File: src/rsq_map.vh
// Register map, field positions, reset values and timing constants of the reset sequencer.
`ifndef RSQ_MAP_VH
`define RSQ_MAP_VH
`define RSQ_OFS_CAUSE   12'h000
`define RSQ_OFS_SUPPLY  12'h004
`define RSQ_OFS_STATUS  12'h008
`define RSQ_B_TRAP      15
`define RSQ_B_ILLOP     14
`define RSQ_B_DSLP      10
`define RSQ_B_CM        9
`define RSQ_B_PIN       7
`define RSQ_B_SWR       6
`define RSQ_B_SW_WATCHDOG_ENABLE    5
`define RSQ_B_WATCHDOG_TIMEOUT_FLAG      4
`define RSQ_B_SLEEP     3
`define RSQ_B_IDLE      2
`define RSQ_B_BOR       1
`define RSQ_B_POR       0
`define RSQ_B_SBOR      3
`define RSQ_B_SPOR      2
`define RSQ_B_BPOR      1
`define RSQ_B_BAT       0
`define RSQ_CAUSE_RST   16'h0003
`define RSQ_CAUSE_WMASK 16'hD7FF
`define RSQ_SUPPLY_RST  4'hE
// Delays in cycles of the 25 ns clock: 10 us, 10 us, 2 us, 1 us, 5 us and 1 us.
`define RSQ_POR_CYC     16'h0190
`define RSQ_REG_CYC     16'h0190
`define RSQ_TRST_CYC    16'h0050
`define RSQ_FRC_CYC     16'h0028
`define RSQ_LPRC_CYC    16'h00C8
`define RSQ_CLOCK_FAIL_MONITOR_CYC    16'h0028
`define RSQ_OST_LAST    10'h3FF
`define RSQ_OSC_FRC     3'h0
`define RSQ_OSC_FRCPLL  3'h1
`define RSQ_OSC_PRI     3'h2
`define RSQ_OSC_PRIPLL  3'h3
`define RSQ_OSC_SOSC    3'h4
`define RSQ_OSC_LPRC    3'h5
`define RSQ_OSC_FRCDIV  3'h7
`endif

File: src/rsq_top.v
// Reset cause flags, master reset release sequencing and clock source selection.
`timescale 1ns/100ps
// Notes on behaviour
// - Watchdog on by soft bit or config.
// - Timeout flag; cleared by clear, power-save, POR.
// - Power-save operand 0 sets sleep flag.
// - Power-save operand 1 sets idle flag.
// - Sleep with deep-sleep enable sets deep flag.
// - Brown-out flag set by brown-out and POR.
// - Core power-on sets power-on flag.
// - Each reset source sets its own flag.
// - Software writes flags freely, never resets.
// - Supply flags hardware set, software clear-only.
// - Supply brown-out flag, power-on value one.
// - Supply power-on flag separate from core.
// - Battery power-on flag on low battery, power-up.
// - Battery flag set on power-on exit.
// - Only cause, osc, flash reset differ.
// - POR holds power-on, regulator, state delays.
// - Brown-out regulator plus state; others state only.
// - Oscillator start-up counts 1024 periods.
// - Clock waits concurrent; code waits for both.
// - Switching on: POR/BOR config, others keep.
// - Switching off: always config selection.
// - Two-speed starts fast RC, then primary.
// - Enabled brown-out detect causes brown-out reset.
// - Clock monitor starts after release plus delay.
// - POR clears flags except brown-out, power-on.
// - Any reset source asserts master reset.
`include "rsq_map.vh"

module rsq_top #(
	parameter [15:0] POR_CYC  = `RSQ_POR_CYC,
	parameter [15:0] REG_CYC  = `RSQ_REG_CYC,
	parameter [15:0] TRST_CYC = `RSQ_TRST_CYC,
	parameter [15:0] FRC_CYC  = `RSQ_FRC_CYC,
	parameter [15:0] LPRC_CYC = `RSQ_LPRC_CYC,
	parameter [15:0] CLOCK_FAIL_MONITOR_CYC = `RSQ_CLOCK_FAIL_MONITOR_CYC
) (
	input  wire        SYS_CLK,
	input  wire        SYS_RST,
	input  wire        PSEL,
	input  wire        PENABLE,
	input  wire        PWRITE,
	input  wire [11:0] PADDR,
	input  wire [31:0] PWDATA,
	output reg  [31:0] PRDATA,
	output wire        PREADY,
	output wire        PSLVERR,
	input  wire        SUPPLY_POR_EVENT,
	input  wire        BROWNOUT_DETECT,
	input  wire        BROWNOUT_ENABLE_CONFIG,
	input  wire        PIN_RESET,
	input  wire        WATCHDOG_TIMEOUT,
	input  wire        RESET_INSTR,
	input  wire        TRAP_CONFLICT,
	input  wire        ILLEGAL_OP,
	input  wire        CONFIG_MISMATCH,
	input  wire        WATCHDOG_CLEAR_INSTR,
	input  wire        POWER_SAVE_INSTR,
	input  wire        POWER_SAVE_OPERAND,
	input  wire        DEEP_SLEEP_ENABLE,
	input  wire        BATTERY_PRESENT,
	input  wire        BATTERY_LOW,
	input  wire        WATCHDOG_CONFIG_ENABLE,
	input  wire        CLOCK_SWITCH_ENABLE,
	input  wire        TWO_SPEED_ENABLE,
	input  wire [2:0]  CONFIG_OSC_SELECT,
	input  wire        PRIMARY_IS_CRYSTAL,
	input  wire        OSC_TICK,
	input  wire        PLL_LOCKED,
	input  wire        CLOCK_FAIL_MONITOR_ENABLE,
	output wire        MASTER_SYSTEM_RESET,
	output wire        FLASH_CTRL_RESET,
	output wire        WATCHDOG_ENABLE,
	output reg         CODE_RUN_ENABLE,
	output reg         CLOCK_FAIL_MONITOR_ACTIVE,
	output wire [2:0]  CURRENT_OSC_SELECT
);

	localparam [2:0] S_HOLD = 3'h0;
	localparam [2:0] S_POR  = 3'h1;
	localparam [2:0] S_REG  = 3'h2;
	localparam [2:0] S_RST  = 3'h3;
	localparam [2:0] S_RUN  = 3'h4;
	localparam [1:0] K_SHORT = 2'h0;
	localparam [1:0] K_BOR   = 2'h1;
	localparam [1:0] K_POR   = 2'h2;

	reg  [2:0]  state;
	reg  [1:0]  kind;
	reg  [15:0] cnt;
	reg  [15:0] cause;
	reg  [3:0]  supply;
	reg  [15:0] next_cause;
	reg  [3:0]  next_supply;
	reg  [2:0]  cur_osc;
	reg  [2:0]  tgt_osc;
	reg  [9:0]  ost_cnt;
	reg         ost_done;
	reg  [15:0] rc_cnt;
	reg  [15:0] clock_fail_monitor_cnt;
	reg  [2:0]  sel_osc;
	reg  [1:0]  new_kind;

	wire        bor_src;
	wire        short_src;
	wire        any_src;
	wire        accept;
	wire        por_exit;
	wire [1:0]  rsel;
	wire        acc;
	wire        wr_cause;
	wire        wr_supply;
	wire        ps_sleep;
	wire        ps_idle;

	// ----------------------------------------------------------------
	// Register decode
	// ----------------------------------------------------------------
	function [1:0] reg_sel;
		input [11:0] addr;
		begin
			case (addr)
				`RSQ_OFS_CAUSE:  reg_sel = 2'h1;
				`RSQ_OFS_SUPPLY: reg_sel = 2'h2;
				`RSQ_OFS_STATUS: reg_sel = 2'h3;
				default:         reg_sel = 2'h0;
			endcase
		end
	endfunction

	// True once the named clock source has finished its start-up wait.
	function src_ready;
		input [2:0] code;
		begin
			case (code)
				`RSQ_OSC_FRC, `RSQ_OSC_FRCDIV: src_ready = rc_cnt >= FRC_CYC;
				`RSQ_OSC_FRCPLL: src_ready = (rc_cnt >= FRC_CYC) & PLL_LOCKED;
				`RSQ_OSC_PRI:    src_ready = ost_done | ~PRIMARY_IS_CRYSTAL;
				`RSQ_OSC_PRIPLL: src_ready = (ost_done | ~PRIMARY_IS_CRYSTAL) & PLL_LOCKED;
				`RSQ_OSC_SOSC:   src_ready = ost_done;
				`RSQ_OSC_LPRC:   src_ready = rc_cnt >= LPRC_CYC;
				default:         src_ready = 1'b1;
			endcase
		end
	endfunction

	function is_primary;
		input [2:0] code;
		begin
			is_primary = (code == `RSQ_OSC_PRI) | (code == `RSQ_OSC_PRIPLL) | (code == `RSQ_OSC_SOSC);
		end
	endfunction

	// ----------------------------------------------------------------
	// Reset sources
	// ----------------------------------------------------------------
	assign bor_src   = BROWNOUT_DETECT & BROWNOUT_ENABLE_CONFIG;
	assign short_src = PIN_RESET | WATCHDOG_TIMEOUT | RESET_INSTR | TRAP_CONFLICT | ILLEGAL_OP | CONFIG_MISMATCH;
	assign any_src   = SUPPLY_POR_EVENT | bor_src | short_src;
	assign accept    = (state == S_HOLD) & ~any_src;
	assign por_exit  = (state == S_RST) & (cnt == 16'h0000) & (kind == K_POR) & ~any_src;
	assign ps_sleep  = POWER_SAVE_INSTR & ~POWER_SAVE_OPERAND;
	assign ps_idle   = POWER_SAVE_INSTR & POWER_SAVE_OPERAND;

	always @* begin
		if (SUPPLY_POR_EVENT) begin
			new_kind = K_POR;
		end else if (bor_src) begin
			new_kind = K_BOR;
		end else begin
			new_kind = K_SHORT;
		end
	end

	// ----------------------------------------------------------------
	// Master reset sequencer
	// ----------------------------------------------------------------
	// A source that stays active keeps the sequence in hold; the delays
	// count from its release, so a long pin reset stretches the hold.
	always @(posedge SYS_CLK) begin
		if (SYS_RST) begin
			state <= S_HOLD;
			kind  <= K_POR;
			cnt   <= 16'h0000;
		end else if (any_src) begin
			state <= S_HOLD;
			if (state == S_RUN || new_kind > kind) begin
				kind <= new_kind;
			end
		end else begin
			case (state)
				S_HOLD: begin
					if (kind == K_POR) begin
						state <= S_POR;
						cnt   <= POR_CYC - 16'h0001;
					end else if (kind == K_BOR) begin
						state <= S_REG;
						cnt   <= REG_CYC - 16'h0001;
					end else begin
						state <= S_RST;
						cnt   <= TRST_CYC - 16'h0001;
					end
				end
				S_POR: begin
					if (cnt == 16'h0000) begin
						state <= S_REG;
						cnt   <= REG_CYC - 16'h0001;
					end else begin
						cnt <= cnt - 16'h0001;
					end
				end
				S_REG: begin
					if (cnt == 16'h0000) begin
						state <= S_RST;
						cnt   <= TRST_CYC - 16'h0001;
					end else begin
						cnt <= cnt - 16'h0001;
					end
				end
				S_RST: begin
					if (cnt == 16'h0000) begin
						state <= S_RUN;
					end else begin
						cnt <= cnt - 16'h0001;
					end
				end
				S_RUN: state <= S_RUN;
				default: state <= S_RUN;
			endcase
		end
	end

	assign MASTER_SYSTEM_RESET = state != S_RUN;
	// Flash control is cleared by power-on type sequences only.
	assign FLASH_CTRL_RESET = (state != S_RUN) & (kind == K_POR);

	// ----------------------------------------------------------------
	// Reset cause flags
	// ----------------------------------------------------------------
	// Order is software write, hardware clear, hardware set, so an event
	// landing in the same cycle as a clear is never lost.
	always @* begin
		next_cause = cause;
		if (wr_cause) begin
			next_cause = PWDATA[15:0] & `RSQ_CAUSE_WMASK;
		end
		if (WATCHDOG_CLEAR_INSTR | POWER_SAVE_INSTR) begin
			next_cause[`RSQ_B_WATCHDOG_TIMEOUT_FLAG] = 1'b0;
		end
		if (WATCHDOG_TIMEOUT) begin
			next_cause[`RSQ_B_WATCHDOG_TIMEOUT_FLAG] = 1'b1;
		end
		if (ps_sleep) begin
			next_cause[`RSQ_B_SLEEP] = 1'b1;
		end
		if (ps_sleep & DEEP_SLEEP_ENABLE) begin
			next_cause[`RSQ_B_DSLP] = 1'b1;
		end
		if (ps_idle) begin
			next_cause[`RSQ_B_IDLE] = 1'b1;
		end
		if (bor_src) begin
			next_cause[`RSQ_B_BOR] = 1'b1;
		end
		if (TRAP_CONFLICT) begin
			next_cause[`RSQ_B_TRAP] = 1'b1;
		end
		if (ILLEGAL_OP) begin
			next_cause[`RSQ_B_ILLOP] = 1'b1;
		end
		if (CONFIG_MISMATCH) begin
			next_cause[`RSQ_B_CM] = 1'b1;
		end
		if (PIN_RESET) begin
			next_cause[`RSQ_B_PIN] = 1'b1;
		end
		if (RESET_INSTR) begin
			next_cause[`RSQ_B_SWR] = 1'b1;
		end
	end

	// Clear-only from software: a written one leaves the flag as it is.
	always @* begin
		next_supply = supply;
		if (wr_supply) begin
			next_supply = supply & PWDATA[3:0];
		end
		if (bor_src) begin
			next_supply[`RSQ_B_SBOR] = 1'b1;
		end
		if (SUPPLY_POR_EVENT) begin
			next_supply[`RSQ_B_SPOR] = 1'b1;
		end
		if (BATTERY_LOW) begin
			next_supply[`RSQ_B_BPOR] = 1'b1;
		end
		if (por_exit & BATTERY_PRESENT) begin
			next_supply[`RSQ_B_BAT] = 1'b1;
		end
	end

	always @(posedge SYS_CLK) begin
		if (SYS_RST) begin
			cause  <= `RSQ_CAUSE_RST;
			supply <= `RSQ_SUPPLY_RST;
		end else begin
			cause  <= next_cause;
			supply <= next_supply;
		end
	end

	assign WATCHDOG_ENABLE = WATCHDOG_CONFIG_ENABLE | cause[`RSQ_B_SW_WATCHDOG_ENABLE];

	// ----------------------------------------------------------------
	// Clock source selection and start-up timers
	// ----------------------------------------------------------------
	always @* begin
		if (kind != K_SHORT || !CLOCK_SWITCH_ENABLE) begin
			sel_osc = CONFIG_OSC_SELECT;
		end else begin
			sel_osc = cur_osc;
		end
	end

	// Timers restart as the sequence leaves hold and run while the master
	// reset delays count, so the two waits overlap.
	always @(posedge SYS_CLK) begin
		if (SYS_RST) begin
			cur_osc  <= `RSQ_OSC_FRC;
			tgt_osc  <= `RSQ_OSC_FRC;
			ost_cnt  <= 10'h000;
			ost_done <= 1'b0;
			rc_cnt   <= 16'h0000;
		end else if (accept) begin
			ost_cnt  <= 10'h000;
			ost_done <= 1'b0;
			rc_cnt   <= 16'h0000;
			tgt_osc  <= sel_osc;
			if (TWO_SPEED_ENABLE && is_primary(sel_osc)) begin
				cur_osc <= `RSQ_OSC_FRC;
			end else begin
				cur_osc <= sel_osc;
			end
		end else begin
			if (rc_cnt != 16'hFFFF) begin
				rc_cnt <= rc_cnt + 16'h0001;
			end
			if (OSC_TICK && !ost_done) begin
				if (ost_cnt == `RSQ_OST_LAST) begin
					ost_done <= 1'b1;
				end else begin
					ost_cnt <= ost_cnt + 10'h001;
				end
			end
			if (state != S_HOLD && cur_osc != tgt_osc && src_ready(tgt_osc)) begin
				cur_osc <= tgt_osc;
			end
		end
	end

	assign CURRENT_OSC_SELECT = cur_osc;

	always @(posedge SYS_CLK) begin
		if (SYS_RST) begin
			CODE_RUN_ENABLE           <= 1'b0;
			CLOCK_FAIL_MONITOR_ACTIVE <= 1'b0;
			clock_fail_monitor_cnt                  <= 16'h0000;
		end else begin
			CODE_RUN_ENABLE <= (state == S_RUN) & ~any_src & src_ready(cur_osc);
			if (state != S_RUN) begin
				clock_fail_monitor_cnt                  <= 16'h0000;
				CLOCK_FAIL_MONITOR_ACTIVE <= 1'b0;
			end else begin
				if (clock_fail_monitor_cnt != 16'hFFFF) begin
					clock_fail_monitor_cnt <= clock_fail_monitor_cnt + 16'h0001;
				end
				CLOCK_FAIL_MONITOR_ACTIVE <= CLOCK_FAIL_MONITOR_ENABLE & (clock_fail_monitor_cnt >= CLOCK_FAIL_MONITOR_CYC);
			end
		end
	end

	// ----------------------------------------------------------------
	// APB slave
	// ----------------------------------------------------------------
	// Zero wait states: read data is captured in the setup cycle.
	assign rsel      = reg_sel(PADDR);
	assign acc       = PSEL & PENABLE;
	assign wr_cause  = acc & PWRITE & (rsel == 2'h1);
	assign wr_supply = acc & PWRITE & (rsel == 2'h2);
	assign PREADY    = 1'b1;
	assign PSLVERR   = acc & (rsel == 2'h0);

	always @(posedge SYS_CLK) begin
		if (SYS_RST) begin
			PRDATA <= 32'h00000000;
		end else if (PSEL && !PENABLE && !PWRITE) begin
			case (rsel)
				2'h1: PRDATA <= {16'h0000, cause};
				2'h2: PRDATA <= {28'h0000000, supply};
				2'h3: PRDATA <= {21'h000000, CLOCK_FAIL_MONITOR_ACTIVE, CODE_RUN_ENABLE,
					MASTER_SYSTEM_RESET, kind, tgt_osc, cur_osc};
				default: PRDATA <= 32'h00000000;
			endcase
		end
	end

endmodule // rsq_top

File: config.mk
export PLATFORM = sky130hd
export DESIGN_NAME = rsq_top
export DESIGN_NICKNAME = d
export VERILOG_FILES = /design/src/rsq_top.v
export VERILOG_INCLUDE_DIRS = /design/src
export SDC_FILE = /design/constraint.sdc
export NUM_CORES = 1
export LEC_CHECK = 0
export BUFFER_PORTS_ARGS = -buffer_cell sky130_fd_sc_hd__buf_4
export CORE_ASPECT_RATIO = 0.7
export CORE_MARGIN = 1.5
export CORE_UTILIZATION = 45
export CTS_CLUSTER_SIZE = 8
export DETAILED_ROUTE_END_ITERATION = 8
export MAX_ROUTING_LAYER = met4
export PLACE_DENSITY = 0.68
export SYNTH_ARGS = -nofsm -noshare
export SYNTH_HDL_FRONTEND = slang
export SYNTH_SLANG_ARGS = --single-unit
File: constraint.sdc
create_clock -name SYS_CLK -period 3.1 [get_ports SYS_CLK]
set_input_delay 0.465 -clock SYS_CLK [delete_from_list [all_inputs] [get_ports SYS_CLK]]
set_output_delay 0.465 -clock SYS_CLK [all_outputs]
set_load 0.01 [all_outputs]
==> flow_summary.toml <==
[clocking]
cts_tree = "done"
clk_latency_ns = 0.35
cts-hold-fix-buffers = 0
clkSinkCount = 104
cts-root-buf = "clkbuf_16"
cts_buffers = 9
clock_path_buffers = 2
post_cts_buffers = 0
htree_levels = 3
cts_resized = 0
clk_pin_slew_ns = 0.08

[logic_synthesis]
yosysTopAreaCell = "dfxtp_1"
synth_cell_type_count = 68
syn_inst = 661
syn-cell-area_um2 = 5391
synthArstFlopShare_pct = 0
yosysSeqAreaShare_pct = 38.62
synth-edff-count = 0
yosys.cell_count.top_type = "dfxtp_1"
ys_seq_elements = 104
ys_warn_count = 0
synth_ff_type = "dfxtp_1"
yosysTopAreaCellShare_pct = 38.62
synth.area.top_cells = "dfxtp_1 (39%), nor2_1 (5.8%), nand2_1 (4.2%)"
synthTopCellsByCount = "dfxtp_1 (104), nor2_1 (83), nand2_1 (61)"
avgSynthCellArea_um2 = 8.156

[setup_path]
crit_start = "cnt[0]$_SDFFE_PP0P_"
worstPathMaxFanout = 7
reg2regPathDepth = 8
crit_buf_inv = 1
startpoint_type = "flop"
critPathKind = "reg -> reg"
cp.depth = 8
worstPathRequired_ns = 3.39
crit_family = "simple AND/OR/NAND/NOR gates"
crit_path_end_kind = "flop"
slowest_stage = "nor4_2"
r2r_start = "cnt[0]$_SDFFE_PP0P_"
crit_chain = "inv_1, ha_1, or4b_1, nor4_2, and2_1, o21ai_1, a211oi_1, a21o_1"
critPathMaxStageDelay_ns = 0.49
cp.arrival_ns = 2.83

[routing]
drtIter0Drc = 276
via_per_inst = 5.486
postRouteAntennaNets = 0
dr.pass1.iters = 4
drcViolationCount = 0
num_vias = 4866
routedWlPerCell_um = 14.45
wl_um = 12810

[cells_and_area]
area_growth_pct = 16.80
antennaDiodeCount = 0
stdcell_area_um2 = 6297
nFillCells = 1116
layout.nets = 811
post-route-util_pct = 53.89
layout-drive-gt1-share_pct = 16.85

[power]
powerDensity_nw_per_um2 = 439.8
p_clk_share_pct = 40.0
netSwitchingPower_uw = 698.4
combPwrFrac_pct = 10.1
seqPwrFrac_pct = 49.9
leakagePower_uw = 0.002436
peakVddDrop_mv = 0.3102
p_int_uw = 2071
power_uw = 2769
power.share.switching_pct = 25.22

[global_routing]
grt_antenna_before_repair = 0
grt_pass1_vias = 4418
grt_pass1_wl_um = 20980
overflow = 0
grtUsageTotal_pct = 21.01
grt_max_degree = 54

[floorplan]
core_um2 = 11690
dieArea_um2 = 12660
die_w_um = 133.8
ioPinCount = 116
num_rows = 33
start_util_pct = 46.14
die_y_um = 94.58

[place]
dp_hpwl_um = 9442
dpl_cell_area_um2 = 6008
routabilityCongestion = 0.8569
portBuffers = 78
place_worst_setup_slack_ns = 0.6043

[timing]
worstMarginPinSlew_ns = 0.8855
setup_violations = 0
finalSetupTns_ns = 0
period_needed_ns = 2.543
period_share_pct = 82.03
fin_ws_ns = 0.5571
final.setup_skew_ns = 0.01325
fmax_ghz = 0.3932
rsz0062_at_grt = "no"
maxSlewHeadroom_pct = 40.47
hold_viol = 0
slew_violations = 0

[min_path]
hold_start = "BATTERY_LOW"
whs_path_depth = 3
min_path_type = "in -> reg"

[status]
outcome = "finished, final reports clean"

[job]
maxCapViolations = 0
==> worst reg2reg max path: stages, from the launching register on <==
cell	delay, ns
dfxtp_1	0.34
inv_1	0.11
ha_1	0.15
or4b_1	0.47
nor4_2	0.49
and2_1	0.37
o21ai_1	0.12
a211oi_1	0.32
a21o_1	0.12
==> registers in the layout, summed over array words and instances (netlist names) <==
signal and count:
CLOCK_FAIL_MONITOR_ACTIVE 1, clock_fail_monitor_cnt 16, CODE_RUN_ENABLE 1, PRDATA 14, CURRENT_OSC_SELECT 3, ost_cnt 10, ost_done 1, tgt_osc 3
rc_cnt 16, state 3, cause 14, supply 4, cnt 16, kind 2
==> power groups by stage <==
stage | clock network (uW) | registers [uW] | logic, uW
after CTS | 1130 | 1380 | 278
final | 1110 | 1380 | 279
after detailed placement | 0 | 1410 | 277
after global placement | 0 | 1410 | 271
after floorplan | 0 | 1410 | 182
after global routing | 1180 | 1390 | 305
==> placed cells by master (no fill, tap or decap), types with 4 or more instances in the layout <==
cell	n
a21o_1	5
mux2i_1	10
xor2_1	18
o21ai_0	29
a21oi_1	32
a221oi_1	8
nor2_1	83
conb_1	19
nand3_1	33
nand2_1	61
or2_2	4
nor3_1	37
a211oi_1	10
nand4_1	9
clkbuf_16	9
xnor2_1	21
nand2b_1	5
buf_4	84
and3_1	12
and2_1	5
ha_1	12
inv_1	17
a311oi_1	4
nand3b_1	4
a31oi_1	10
nor2b_1	6
nor3b_1	5
a22oi_1	4
nor4_1	10
dfxtp_1	104
==> worst paths after layout <==
check        slack, ns                       to
max               0.56      cnt[3]$_SDFFE_PP0P_
min               0.29   supply[1]$_SDFFE_PP1P_
max reg2reg       0.56      cnt[3]$_SDFFE_PP0P_
min reg2reg       0.46  PRDATA[14]$_SDFFE_PP0P_
==> metrics by stage <==
step                instances  hold slack [ns]
CTS                       887           0.2840
detailed placement        871           0.4462
global route              887           0.2917
floorplan                 678           0.4364
global placement          871           0.4440
finish                    887           0.2910
==> per-layer routing <==
metal	up-vias	wire, um	track usage [%]
met5	-	0	-
met4	0	130	5.525
met3	13	617	4.240
met2	126	5687	31.27
met1	2279	6378	29.05
li1	2448	-	-
==> cells by family (layout without fill, tap and decap cells) <==
group / count (synthesis) / in the layout / synth area share (%)
xor+xnor: 39 / 39 / 6.336
other cells: 2 / 19 / 0.1393
simple gates: 299 / 299 / 28.13
compound gates: 128 / 128 / 15.46
buf+inv: 65 / 117 / 6.266
flops: 104 / 104 / 38.62
mux: 12 / 12 / 2.274
fa+ha+maj: 12 / 12 / 2.785
==> layout make-up <==
class | instances | area [um^2] | area share [%]
Clock buffer | 10 | 239.0 | 3.795
Clock inverter | 6 | 50.05 | 0.7948
Inverter | 17 | 63.81 | 1.013
Multi-Input combinational cell | 509 | 3035 | 48.20
Sequential cell | 104 | 2082 | 33.06
Tap cell | 157 | 196.4 | 3.119
Timing Repair Buffer | 84 | 630.6 | 10.01
(Power assumes the default switching activity.)
